===== config.mk =====
export PLATFORM = sky130hd
export DESIGN_NAME = afm_fault_manager
export DESIGN_NICKNAME = d
export VERILOG_FILES = /design/src/afm_sync.v /design/src/afm_fault_manager.v
export VERILOG_INCLUDE_DIRS = /design/src /design/src/pkg
export SDC_FILE = /design/constraint.sdc
export NUM_CORES = 1
export LEC_CHECK = 0
export BUFFER_PORTS_ARGS = -buffer_cell sky130_fd_sc_hd__buf_2
export CORE_ASPECT_RATIO = 1.1
export CORE_MARGIN = 2
export CORE_UTILIZATION = 40
export DETAILED_ROUTE_END_ITERATION = 10
export SYNTH_ARGS = -nofsm -noshare
export SYNTH_HDL_FRONTEND = slang
export SYNTH_SLANG_ARGS = --single-unit

===== constraint.sdc =====
create_clock -name clk_in -period 3.1 [get_ports clk_in]
set_input_delay 0.62 -clock clk_in [delete_from_list [all_inputs] [get_ports clk_in]]
set_output_delay 0.62 -clock clk_in [all_outputs]
set_load 0.02 [all_outputs]

===== src/pkg/afm_regs.vh =====
/*
 * afm_regs.vh: object indices, field positions, reset values and timing counts
 * for the amplifier fault manager.
 * assumes: included by bare name from design files under src/.
 */
`ifndef AFM_REGS_VH
`define AFM_REGS_VH

// object indices and sub-indices
`define AFM_IDX_ERR_SUMMARY     16'h1001
`define AFM_IDX_MFR_STATUS      16'h1002
`define AFM_IDX_ERR_HISTORY     16'h1003
`define AFM_IDX_TRACK_WINDOW    16'h2120
`define AFM_IDX_FAULT_SELECT    16'h2182
`define AFM_IDX_FAULT_LATCH     16'h2183
`define AFM_SUB_HIST_COUNT      8'h00
`define AFM_HIST_DEPTH          4'h8

// error summary bit positions
`define AFM_SUM_GENERIC         0
`define AFM_SUM_CURRENT         1
`define AFM_SUM_VOLTAGE         2
`define AFM_SUM_TEMP            3
`define AFM_SUM_COMM            4
`define AFM_SUM_MOTION          7

// fault select / latch bit positions
`define AFM_F_FLASH_CRC         0
`define AFM_F_SELF_TEST         1
`define AFM_F_SHORT             2
`define AFM_F_AMP_TEMP          3
`define AFM_F_MOTOR_TEMP        4
`define AFM_F_OVER_V            5
`define AFM_F_UNDER_V           6
`define AFM_F_FEEDBACK          7
`define AFM_F_PHASING           8
`define AFM_F_TRACKING          9
`define AFM_F_CUR_HEAT          10
`define AFM_F_LOGIC             11
`define AFM_F_CMD_LOST          12

// writable fault select bits, fixed read-only bits
`define AFM_SEL_WR_MASK         32'h000017FC
`define AFM_SEL_RO_MASK         32'h00000803
`define AFM_SEL_RESET           32'h00000000
`define AFM_WINDOW_RESET        32'h00000000

// manufacturer status word bit positions
`define AFM_MFR_TRACK_WARN      18
`define AFM_MFR_FAULT           22

// timing
`define AFM_CLK_KHZ             125000
`define AFM_SHORT_OFF_MS        100

`endif


===== src/afm_sync.v =====
/*
 * afm_sync.v: three-stage input synchroniser per bit; the output follows a
 * change once the second and third stages agree.
 * assumes: inputs are asynchronous pins, single clock clk_in.
 */
module afm_sync #(
    parameter W = 1
) (
    input  wire         clk_in,
    input  wire         reset_n_in,
    input  wire [W-1:0] async_in,
    output wire [W-1:0] sync_out
);
    genvar i;
    generate
        for (i = 0; i < W; i = i + 1) begin : g_bit
            reg s1;
            reg s2;
            reg s3;
            reg stable;
            always @(posedge clk_in or negedge reset_n_in) begin
                if (!reset_n_in) begin
                    s1     <= 1'b0;
                    s2     <= 1'b0;
                    s3     <= 1'b0;
                    stable <= 1'b0;
                end else begin
                    s1 <= async_in[i];
                    s2 <= s1;
                    s3 <= s2;
                    if (s2 == s3) begin
                        stable <= s3;
                    end
                end
            end
            assign sync_out[i] = stable;
        end
    endgenerate
endmodule // afm_sync


===== src/afm_fault_manager.v =====
/*
 * afm_fault_manager.v: error history, error summary, tracking window
 * comparator, fault select mask and latched fault status with recovery timing.
 * assumes: object access port driven by same-clock host logic, one request
 * at a time; condition inputs are asynchronous pins; position error and error
 * push come from same-clock logic.
 */
// Functional notes
// - keep eight history words: code in low half, extra info in high half
// - new error enters slot one, older slots shift down, count kept apart
// - writing count zero empties history; nonzero count write answers error
// - summary bit 0 set whenever any error condition is present
// - summary bit 1 for output short or encoder overcurrent
// - summary bit 2 for bus voltage over or under limits
// - summary bit 3 amp over-temp, or motor over-temp when input configured
// - summary bit 4 unused reads zero; bits 5 and 6 reserved
// - summary bit 7 for phasing error, tracking error or limit switch
// - position error beyond window raises tracking event and status bit 18
// - select bit one latches its event as fault; zero disables latching
// - select bits 0,1,11 read-only startup failures; keep amplifier disabled
// - short latches if bit 2 set; else outputs off 100 ms, then on
// - bits 3,4 latch temperatures; else re-enable when condition clears
// - bits 5 and 6 latch over and under bus voltage
// - bit 7 latches feedback faults: encoder overcurrent, disconnect, levels
// - bit 8 latches phasing; else re-enable when phasing error removed
// - bit 9 latches tracking disabled; else abort move, stay enabled
// - bit 10 latches current heating limit events
// - bit 12 latches command loss; bits 13 to 31 reserved
// - writing one to a latched status bit clears that fault
`include "afm_regs.vh"

module afm_fault_manager #(
    parameter SHORT_OFF_CYCLES = `AFM_SHORT_OFF_MS * `AFM_CLK_KHZ
) (
    input  wire        clk_in,
    input  wire        reset_n_in,
    input  wire [15:0] od_index_in,
    input  wire [7:0]  od_sub_in,
    input  wire        od_rd_in,
    input  wire        od_wr_in,
    input  wire [31:0] od_wdata_in,
    output reg  [31:0] od_rdata_out,
    output reg         od_ack_out,
    output reg         od_err_out,
    input  wire        err_push_in,
    input  wire [31:0] err_entry_in,
    input  wire [31:0] pos_err_in,
    input  wire        motor_temp_cfg_in,
    input  wire        short_in,
    input  wire        enc_overcurrent_in,
    input  wire        over_v_in,
    input  wire        under_v_in,
    input  wire        amp_temp_in,
    input  wire        motor_temp_in,
    input  wire        feedback_fault_in,
    input  wire        phasing_in,
    input  wire        limit_in,
    input  wire        current_heating_limit_in,
    input  wire        cmd_lost_in,
    input  wire        flash_crc_fail_in,
    input  wire        self_test_fail_in,
    input  wire        logic_fail_in,
    output reg  [7:0]  error_summary_out,
    output reg  [31:0] latched_faults_out,
    output reg         tracking_warn_out,
    output reg         fault_out,
    output reg         drive_enable_out,
    output reg         abort_move_out
);
    localparam integer SHORT_OFF_INT = SHORT_OFF_CYCLES;
    localparam [23:0]  SHORT_OFF     = SHORT_OFF_INT[23:0];

    wire [13:0] cond_sync;
    wire        s_short;
    wire        s_enc_oc;
    wire        s_over_v;
    wire        s_under_v;
    wire        s_amp_temp;
    wire        s_motor_temp;
    wire        s_feedback;
    wire        s_phasing;
    wire        s_limit;
    wire        s_cur_heat;
    wire        s_cmd_lost;
    wire        s_flash;
    wire        s_self_test;
    wire        s_logic;

    afm_sync #(
        .W(14)
    ) u_sync (
        .clk_in     (clk_in),
        .reset_n_in (reset_n_in),
        .async_in   ({logic_fail_in, self_test_fail_in, flash_crc_fail_in,
                      cmd_lost_in, current_heating_limit_in, limit_in, phasing_in,
                      feedback_fault_in, motor_temp_in, amp_temp_in, under_v_in,
                      over_v_in, enc_overcurrent_in, short_in}),
        .sync_out   (cond_sync)
    );

    assign s_short      = cond_sync[0];
    assign s_enc_oc     = cond_sync[1];
    assign s_over_v     = cond_sync[2];
    assign s_under_v    = cond_sync[3];
    assign s_amp_temp   = cond_sync[4];
    assign s_motor_temp = cond_sync[5] & motor_temp_cfg_in;
    assign s_feedback   = cond_sync[6];
    assign s_phasing    = cond_sync[7];
    assign s_limit      = cond_sync[8];
    assign s_cur_heat   = cond_sync[9];
    assign s_cmd_lost   = cond_sync[10];
    assign s_flash      = cond_sync[11];
    assign s_self_test  = cond_sync[12];
    assign s_logic      = cond_sync[13];

    reg  [31:0] hist [0:7];
    reg  [3:0]  hist_count;
    reg  [31:0] track_window;
    reg  [31:0] fault_select;
    reg  [23:0] short_timer;
    reg         short_seen;
    reg         track_seen;

    // tracking comparator
    wire [31:0] pos_abs   = pos_err_in[31] ? (~pos_err_in + 32'h00000001) : pos_err_in;
    wire        track_now = pos_abs > track_window;
    wire        track_evt = track_now & ~track_seen;

    // request decode
    wire        is_hist   = (od_index_in == `AFM_IDX_ERR_HISTORY);
    wire        sub_entry = (od_sub_in != 8'h00) && (od_sub_in <= {4'h0, `AFM_HIST_DEPTH});
    wire        hist_zero = od_wr_in && is_hist && (od_sub_in == `AFM_SUB_HIST_COUNT)
                            && (od_wdata_in == 32'h00000000);
    wire [2:0]  sub_slot  = od_sub_in[2:0] - 3'h1;

    // present conditions per fault bit
    reg  [31:0] cond_vec;
    always @* begin
        cond_vec = 32'h00000000;
        cond_vec[`AFM_F_FLASH_CRC]  = s_flash;
        cond_vec[`AFM_F_SELF_TEST]  = s_self_test;
        cond_vec[`AFM_F_SHORT]      = s_short;
        cond_vec[`AFM_F_AMP_TEMP]   = s_amp_temp;
        cond_vec[`AFM_F_MOTOR_TEMP] = s_motor_temp;
        cond_vec[`AFM_F_OVER_V]     = s_over_v;
        cond_vec[`AFM_F_UNDER_V]    = s_under_v;
        cond_vec[`AFM_F_FEEDBACK]   = s_enc_oc | s_feedback;
        cond_vec[`AFM_F_PHASING]    = s_phasing;
        cond_vec[`AFM_F_TRACKING]   = track_now;
        cond_vec[`AFM_F_CUR_HEAT]   = s_cur_heat;
        cond_vec[`AFM_F_LOGIC]      = s_logic;
        cond_vec[`AFM_F_CMD_LOST]   = s_cmd_lost;
    end

    // effective select: startup failures always latch
    wire [31:0] eff_select = (fault_select & `AFM_SEL_WR_MASK) | `AFM_SEL_RO_MASK;
    wire [31:0] latch_set  = cond_vec & eff_select;
    wire [31:0] ro_sel     = {20'h00000, s_logic, 9'h000, s_self_test, s_flash};

    // summary from present conditions only
    reg  [7:0]  next_summary;
    always @* begin
        next_summary = 8'h00;
        next_summary[`AFM_SUM_CURRENT] = s_short | s_enc_oc;
        next_summary[`AFM_SUM_VOLTAGE] = s_over_v | s_under_v;
        next_summary[`AFM_SUM_TEMP]    = s_amp_temp | s_motor_temp;
        next_summary[`AFM_SUM_MOTION]  = s_phasing | track_now | s_limit;
        next_summary[`AFM_SUM_GENERIC] = (|next_summary) | s_feedback | s_cur_heat
                                         | s_cmd_lost | s_flash | s_self_test
                                         | s_logic;
    end

    // non-latching outages: short timer, temperature, phasing
    wire short_new  = s_short & ~short_seen;
    wire soft_hold  = (short_timer != 24'h000000)
                      | (s_amp_temp & ~eff_select[`AFM_F_AMP_TEMP])
                      | (s_motor_temp & ~eff_select[`AFM_F_MOTOR_TEMP])
                      | (s_phasing & ~eff_select[`AFM_F_PHASING]);

    // manufacturer status word image
    wire [31:0] mfr_word = ({31'h00000000, track_now} << `AFM_MFR_TRACK_WARN)
                           | ({31'h00000000, |latched_faults_out} << `AFM_MFR_FAULT);

    // read mux
    reg  [31:0] next_rdata;
    reg         next_err;
    always @* begin
        next_rdata = 32'h00000000;
        next_err   = 1'b0;
        case (od_index_in)
            `AFM_IDX_ERR_SUMMARY: begin
                next_rdata = {24'h000000, error_summary_out};
                next_err   = od_wr_in;
            end
            `AFM_IDX_MFR_STATUS: begin
                next_rdata = mfr_word;
                next_err   = od_wr_in;
            end
            `AFM_IDX_ERR_HISTORY: begin
                if (od_sub_in == `AFM_SUB_HIST_COUNT) begin
                    next_rdata = {28'h0000000, hist_count};
                    next_err   = od_wr_in && (od_wdata_in != 32'h00000000);
                end else if (sub_entry) begin
                    next_rdata = hist[sub_slot];
                end else begin
                    next_err = 1'b1;
                end
            end
            `AFM_IDX_TRACK_WINDOW: begin
                next_rdata = track_window;
                next_err   = od_wr_in && od_wdata_in[31];
            end
            `AFM_IDX_FAULT_SELECT: begin
                next_rdata = (fault_select & `AFM_SEL_WR_MASK) | ro_sel;
            end
            `AFM_IDX_FAULT_LATCH: begin
                next_rdata = latched_faults_out;
            end
            default: begin
                next_err = 1'b1;
            end
        endcase
    end

    // history slots shift on push
    genvar k;
    generate
        for (k = 0; k < 8; k = k + 1) begin : g_hist
            always @(posedge clk_in or negedge reset_n_in) begin
                if (!reset_n_in) begin
                    hist[k] <= 32'h00000000;
                end else if (err_push_in) begin
                    if (k == 0) begin
                        hist[k] <= err_entry_in;
                    end else begin
                        hist[k] <= hist_zero ? 32'h00000000 : hist[(k + 7) % 8];
                    end
                end else if (hist_zero) begin
                    hist[k] <= 32'h00000000;
                end else if (od_wr_in && is_hist && sub_entry && (sub_slot == k)) begin
                    hist[k] <= od_wdata_in;
                end
            end
        end
    endgenerate

    always @(posedge clk_in or negedge reset_n_in) begin
        if (!reset_n_in) begin
            hist_count <= 4'h0;
        end else if (err_push_in) begin
            if (hist_zero) begin
                hist_count <= 4'h1;
            end else if (hist_count != `AFM_HIST_DEPTH) begin
                hist_count <= hist_count + 4'h1;
            end
        end else if (hist_zero) begin
            hist_count <= 4'h0;
        end
    end

    // host access, configuration and latch state
    always @(posedge clk_in or negedge reset_n_in) begin
        if (!reset_n_in) begin
            od_rdata_out       <= 32'h00000000;
            od_ack_out         <= 1'b0;
            od_err_out         <= 1'b0;
            track_window       <= `AFM_WINDOW_RESET;
            fault_select       <= `AFM_SEL_RESET;
            latched_faults_out <= 32'h00000000;
        end else begin
            od_ack_out   <= od_rd_in | od_wr_in;
            od_err_out   <= (od_rd_in | od_wr_in) & next_err;
            od_rdata_out <= od_rd_in ? next_rdata : 32'h00000000;
            if (od_wr_in && !next_err) begin
                if (od_index_in == `AFM_IDX_TRACK_WINDOW) begin
                    track_window <= od_wdata_in;
                end
                if (od_index_in == `AFM_IDX_FAULT_SELECT) begin
                    fault_select <= od_wdata_in & `AFM_SEL_WR_MASK;
                end
            end
            if (od_wr_in && !next_err && od_index_in == `AFM_IDX_FAULT_LATCH) begin
                latched_faults_out <= (latched_faults_out & ~od_wdata_in) | latch_set;
            end else begin
                latched_faults_out <= latched_faults_out | latch_set;
            end
        end
    end

    // status outputs, short-circuit outage, tracking response
    always @(posedge clk_in or negedge reset_n_in) begin
        if (!reset_n_in) begin
            error_summary_out <= 8'h00;
            tracking_warn_out <= 1'b0;
            fault_out         <= 1'b0;
            drive_enable_out  <= 1'b0;
            abort_move_out    <= 1'b0;
            short_timer       <= 24'h000000;
            short_seen        <= 1'b0;
            track_seen        <= 1'b0;
        end else begin
            error_summary_out <= next_summary;
            tracking_warn_out <= track_now;
            fault_out         <= |latched_faults_out;
            short_seen        <= s_short;
            track_seen        <= track_now;
            if (short_new && !eff_select[`AFM_F_SHORT]) begin
                short_timer <= SHORT_OFF;
            end else if (short_timer != 24'h000000) begin
                short_timer <= short_timer - 24'h000001;
            end
            abort_move_out   <= track_evt & ~eff_select[`AFM_F_TRACKING];
            drive_enable_out <= ~(|latched_faults_out) & ~(|latch_set) & ~soft_hold
                                & ~(short_new & ~eff_select[`AFM_F_SHORT])
                                & ~s_over_v & ~s_under_v;
        end
    end
endmodule // afm_fault_manager


# ---- After elaboration in Yosys (flattened, before gate mapping)
# Index checks and enable logic that the tools add are counted.
dict set report word_totals {
  out_inout_bits 78
  regBits 458
  elab_cells 259
}
dict set report classes {
  n_eq_ne 28
  addsub 4
  n_bitwise 52
  reduce_logical 45
  n_lt_le_gt_ge 3
  muxes 49
}
# operator count
set op_table {}
lappend op_table {{32-bit two-way mux} 38}
lappend op_table {{32-bit one-hot mux with 6 select lines} 1}
lappend op_table {{32-bit binary-select mux with 3-bit select} 1}
lappend op_table {{32-bit NOT} 2}
lappend op_table {{32-bit by 13-bit OR with 32-bit output} 2}
lappend op_table {{32-bit OR reduction} 2}
lappend op_table {{16-bit by 13-bit == test with 1-bit output, second input constant} 3}
lappend op_table {{16-bit by 14-bit == test with 1-bit output, second input constant} 3}
lappend op_table {{24-bit two-way mux} 2}
lappend op_table {{32-bit by 1-bit adder with 32-bit output, second input constant} 1}
lappend op_table {{32-bit AND} 1}
lappend op_table {{32-bit > comparator} 1}
lappend op_table {{32-bit zero test} 1}
lappend op_table {{32-bit nonzero test} 1}
lappend op_table {{24-bit nonzero test} 1}
lappend op_table {{3-bit nonzero test} 8}
lappend op_table {{24-bit by 1-bit subtractor with 24-bit output, second input constant} 1}
lappend op_table {{19-bit by 23-bit OR with 23-bit output} 1}
lappend op_table {{1-bit logical AND} 18}
lappend op_table {{4-bit two-way mux} 4}
lappend op_table {{1-bit OR} 16}
lappend op_table {{1-bit AND} 14}
lappend op_table {{1-bit == test} 14}
lappend op_table {{13-bit AND} 1}
lappend op_table {{other kinds (21)} 44}

# ---- Longest topological paths before layout
dict set report logic_depth {
  ltp_word 13
  depth_mapped 14
}

# ---- Cells and area by module
# Synthesis repeated with hierarchy kept, for this count alone.
dict set report hier_totals {
  hier_cells 2260
  area_unflattened_um2 23452.5
}
# mod area_each_um2 seq_area_each_um2 n_inst cells_each
set modules_own_cells {}
lappend modules_own_cells {afm_fault_manager 21788.4 10059.6 1 2176}
lappend modules_own_cells {afm_sync 1664.1 1401.3 1 84}

# ---- Least setup slack after synthesis
# No wires, ideal clock.
dict set report synth_path {
  path_kind {input-to-reg}
  start {input pos_err_in[21]}
  end {register drive_enable_out}
  arrival_time_ns 3.922
  t_required_ns 3.033
  stages 13
  setup_slack_ns -0.889
  setup_time_ns 0.067
  cell_sequence {or4_1 > or3_1 > or3_1 > or4_1 > o21ai_0 > xnor2_1 > ha_1 > nand4_1 > nor4_1 > nor2b_1 > a21oi_1 > nor2_1 > o2111a_1}
}
dict set report synth_between {
  elab_chain_cells 12
}
# item line
set synth_lines {}
lappend synth_lines {{start, declared} afm_fault_manager.v:47} ;# input wire [31:0] pos_err_in,
lappend synth_lines {{32-bit NOT} afm_fault_manager.v:125} ;# wire [31:0] pos_abs = pos_err_in[31] ? (~pos_err_in + 32'h00000001) : pos_err_in;
lappend synth_lines {{32-bit by 1-bit adder with 32-bit output} afm_fault_manager.v:125}
lappend synth_lines {{32-bit two-way mux (*)} afm_fault_manager.v:125}
lappend synth_lines {{32-bit > comparator (*)} afm_fault_manager.v:126} ;# wire track_now = pos_abs > track_window;
lappend synth_lines {{13-bit AND (*)} afm_fault_manager.v:157} ;# wire [31:0] latch_set = cond_vec & eff_select;
lappend synth_lines {{32-bit OR reduction (*)} afm_fault_manager.v:313} ;# drive_enable_out <= ~(|latched_faults_out) & ~(|latch_set) & ~soft_hold
lappend synth_lines {{1-bit NOT (*)} afm_fault_manager.v:313}
lappend synth_lines {{1-bit AND (*) (5 in series)} afm_fault_manager.v:313}
lappend synth_lines {{end signal, assigned} afm_fault_manager.v:313}
lappend synth_lines {{end, declared} afm_fault_manager.v:67} ;# output reg drive_enable_out,
# Every way passes the cells marked *; elsewhere a longest branch is shown, timed or not.
# A chain may end at the register's enable or synchronous reset.

# ---- Worst setup path in the final report
# Same ends and word-level chain as after synthesis.

==> results.cfg <==
[clock_network]
numCtsBuffers = 48
cts-root-buf = clkbuf_16
cts.sinks = 458
ctsLongestPathBuffers = 3
cts_tree = yes
insertion_delay_ns = 0.61
h-tree-depth = 2
cts.clk_slew.worst_paths_ns = 0.07
holdBufCountCts = 0

[yosys]
synth.most_common_cell = dfrtp_1
synth_top_area_cell = dfrtp_1
synth_cells = 2389
ys_seq_area_share_pct = 45.7
syn_area_sq_um = 25100
synth_top_area_share_pct = 45.7
synth_edf_count = 0
synth_ff_type = dfrtp_1
ys_top_cells_by_count = dfrtp_1 (458), nor2_1 (415), nand2_1 (174), nor3_1 (147), mux2i_1 (132)
synth-seq-cells = 458
ys_types = 73
synth_warnings = 0
avgSynthCellArea_sq_um = 10.5
async_flop_share_pct = 100
ys_top_cells_by_area = dfrtp_1 (46%), nor2_1 (6.2%), mux4_2 (5.7%)

[sta]
min_period_over_period_pct = 114
setup_viol = 7
rsz0062_at_grt = true
finalCriticalPeriod_ns = 3.52
worst_pin_slew_ns = 0.732
finalClockSkew_ns = 0.0224
slew_headroom_pct = 51.2
max_freq_mhz = 284
hold_viol = 0
slew_violations = 0
fin_ws_ns = -0.424

[floorplanning]
start_util_pct = 40.3
core_area_sq_um = 62200
die_area_sq_um = 64800
num_io_pins = 218
die_w_um = 243
fp.dieH_um = 267
rows = 96

[hold_path]
hp-class = in2async

[route]
viasPerCell = 5.62
post_drt_wl_per_cell_um = 21.5
antenna_left = 0
drc = 0
vias = 19867
drt_wl_total_um = 76100
drt_iter0_drc = 1525
drt-pass1-iter-count = 7

[setup_path]
cp-endpoint = drive_enable_out
slowest_stage = or4_4
endpoint_kind = register
critPathArrivalTime_ns = 4.02
reg2reg_to = short_timer[4]
reg2reg_slack_ns = 0.45
r2r-start = short_timer[18]
ff2ff_path_depth = 6
worstPathMaxFanout = 6
crit_type = in2reg
path_cells = buf_6, or4_4, or3_4, or3_4, or4_4, o21ai_2, xnor2_1, ha_1, nand4_1, buf_4, nor2_1, a22oi_2, a21oi_2, nor2_4, o2111a_1
cpPeakStageDelay_ns = 0.54
crit_required_ns = 3.60
worst_setup_path_start_kind = primary input
cp-startpoint = pos_err_in[21]

[global_route]
grt_max_degree = 105
track_usage_pct = 23.5
grt_pass1_vias = 20087
grt_pass1_wl_um = 120000
grt-ovfl-total = 0
antenna_found_initial = 2

[placement]
gp_congestion = 0.901
post_dp_cell_area_sq_um = 28400
dpl.hpwl_um = 54600
post-place-cells = 3442
port_buffers = 214
place_ws_ns = -1.16

[power_and_ir_drop]
p_leak_nw = 12.8
peakVddDrop_v = 0.000454
powerDensity_nw_per_um2 = 519
finalPower_mw = 15.6

[outcome]
violations = setup timing
outcome = finished, violations left

[finish]
nets = 2843
layout.cells.non_filler = 3535
final_core_util_pct = 48.4
drive_gt1_share_pct = 30.1
area_growth_pct = 20.0
stdcell_area_sq_um = 30100

[flow_run]
max-cap-violations = 0
stage by stage:
stage	hold WS [ns]	TNS [ns]
finish	0.0319	-2.54
global route	0.0727	-3.45
CTS	0.0460	-2.51
detailed placement	0.335	-38.12
global placement	0.332	-28.14
floorplan	0.324	-4.53
kinds of logic (layout without fill, tap and decap cells):
group	Yosys count	count (layout)	synth area share (%)
AO/OA/AOI/OAI	290	290	10.6
XOR/XNOR	53	53	1.85
adder cells (fa/ha/maj)	55	55	2.60
buffers and inverters	263	573	4.58
flip-flops	458	458	45.7
multiplexers	346	346	17.7
other	1	4	0.0149
AND/OR/NAND/NOR	923	923	17.0
layout make-up:
| type | count | area, sq um |
|---|---|---|
| clock inverter | 15 | 184 |
| tap | 833 | 1040 |
| fill | 5824 | 32100 |
| inverter | 81 | 312 |
| timing repair buffer | 403 | 2990 |
| antenna | 1 | 2.50 |
| clock buffer | 74 | 1440 |
| sequential | 458 | 11500 |
| multi-input combinational | 1670 | 12700 |
registers in the layout, indices dropped and copies added, names as in the netlist, 10 cells and up:
register and cells:
latched_faults_out 32, u_sync.g_bit.stable 14, u_sync.g_bit.s3 14, od_rdata_out 32, u_sync.g_bit.s1 14, u_sync.g_bit.s2 14, fault_select 10, hist 256
short_timer 24, track_window 32
worst min-delay path by stage:
stage / slack, ns / to / cells past startpoint / from
after floorplan: 0.32 / abort_move_out / 0 / reset_n_in
after global placement: 0.33 / u_sync.g_bit[9].s2 / 0 / u_sync.g_bit[9].s1
after detailed placement: 0.33 / u_sync.g_bit[6].s2 / 0 / u_sync.g_bit[6].s1
after CTS: 0.05 / hist[178] / 1 / reset_n_in
after global routing: 0.07 / hist[116] / 1 / reset_n_in
final: 0.03 / hist[116] / 1 / reset_n_in
layer usage:
| layer | up-vias | wire length [um] | GRT usage (%) |
|---|---|---|---|
| met5 | - | 0 | 0 |
| met4 | 0 | 2240 | 7.05 |
| met3 | 129 | 4330 | 3.84 |
| met2 | 645 | 35500 | 37.9 |
| met1 | 10004 | 34000 | 32.7 |
| li1 | 9089 | - | - |
report_power, final:
part,internal [mW],switching [mW]
Combinational,1.19,1.41
Clock,3.46,2.53
Sequential,6.57,0.470
Total,11.2,4.41
critical path, delay by kind of cell:
| kind | cells | cell delay [ns] |
|---|---|---|
| simple gates | 7 | 2.05 |
| compound gates | 4 | 0.71 |
| buf+inv | 2 | 0.28 |
| fa+ha+maj | 1 | 0.29 |
| xor+xnor | 1 | 0.08 |
what timing repair did:
item | 4_1_cts | 5_1_grt
setup buffers | 4 | 0
gates resized for setup | 22 | 2
pin swaps | 4 | 1
setup endpoints to repair | 7 | 7
cell usage in the layout, fill, tap and decap left out, drive strengths merged, types with 32 or more instances in the layout:
cell	instances
dfrtp	458
nor2	415
buf	403
nand2	174
nor3	153
mux2	150
mux2i	132
a211oi	98
inv	84
clkbuf	74
mux4	64
xnor2	43
ha	41
nand3	41
nor4	35
o311ai	33
a222oi	32
No activity file was read; power rests on OpenSTA's default activity.
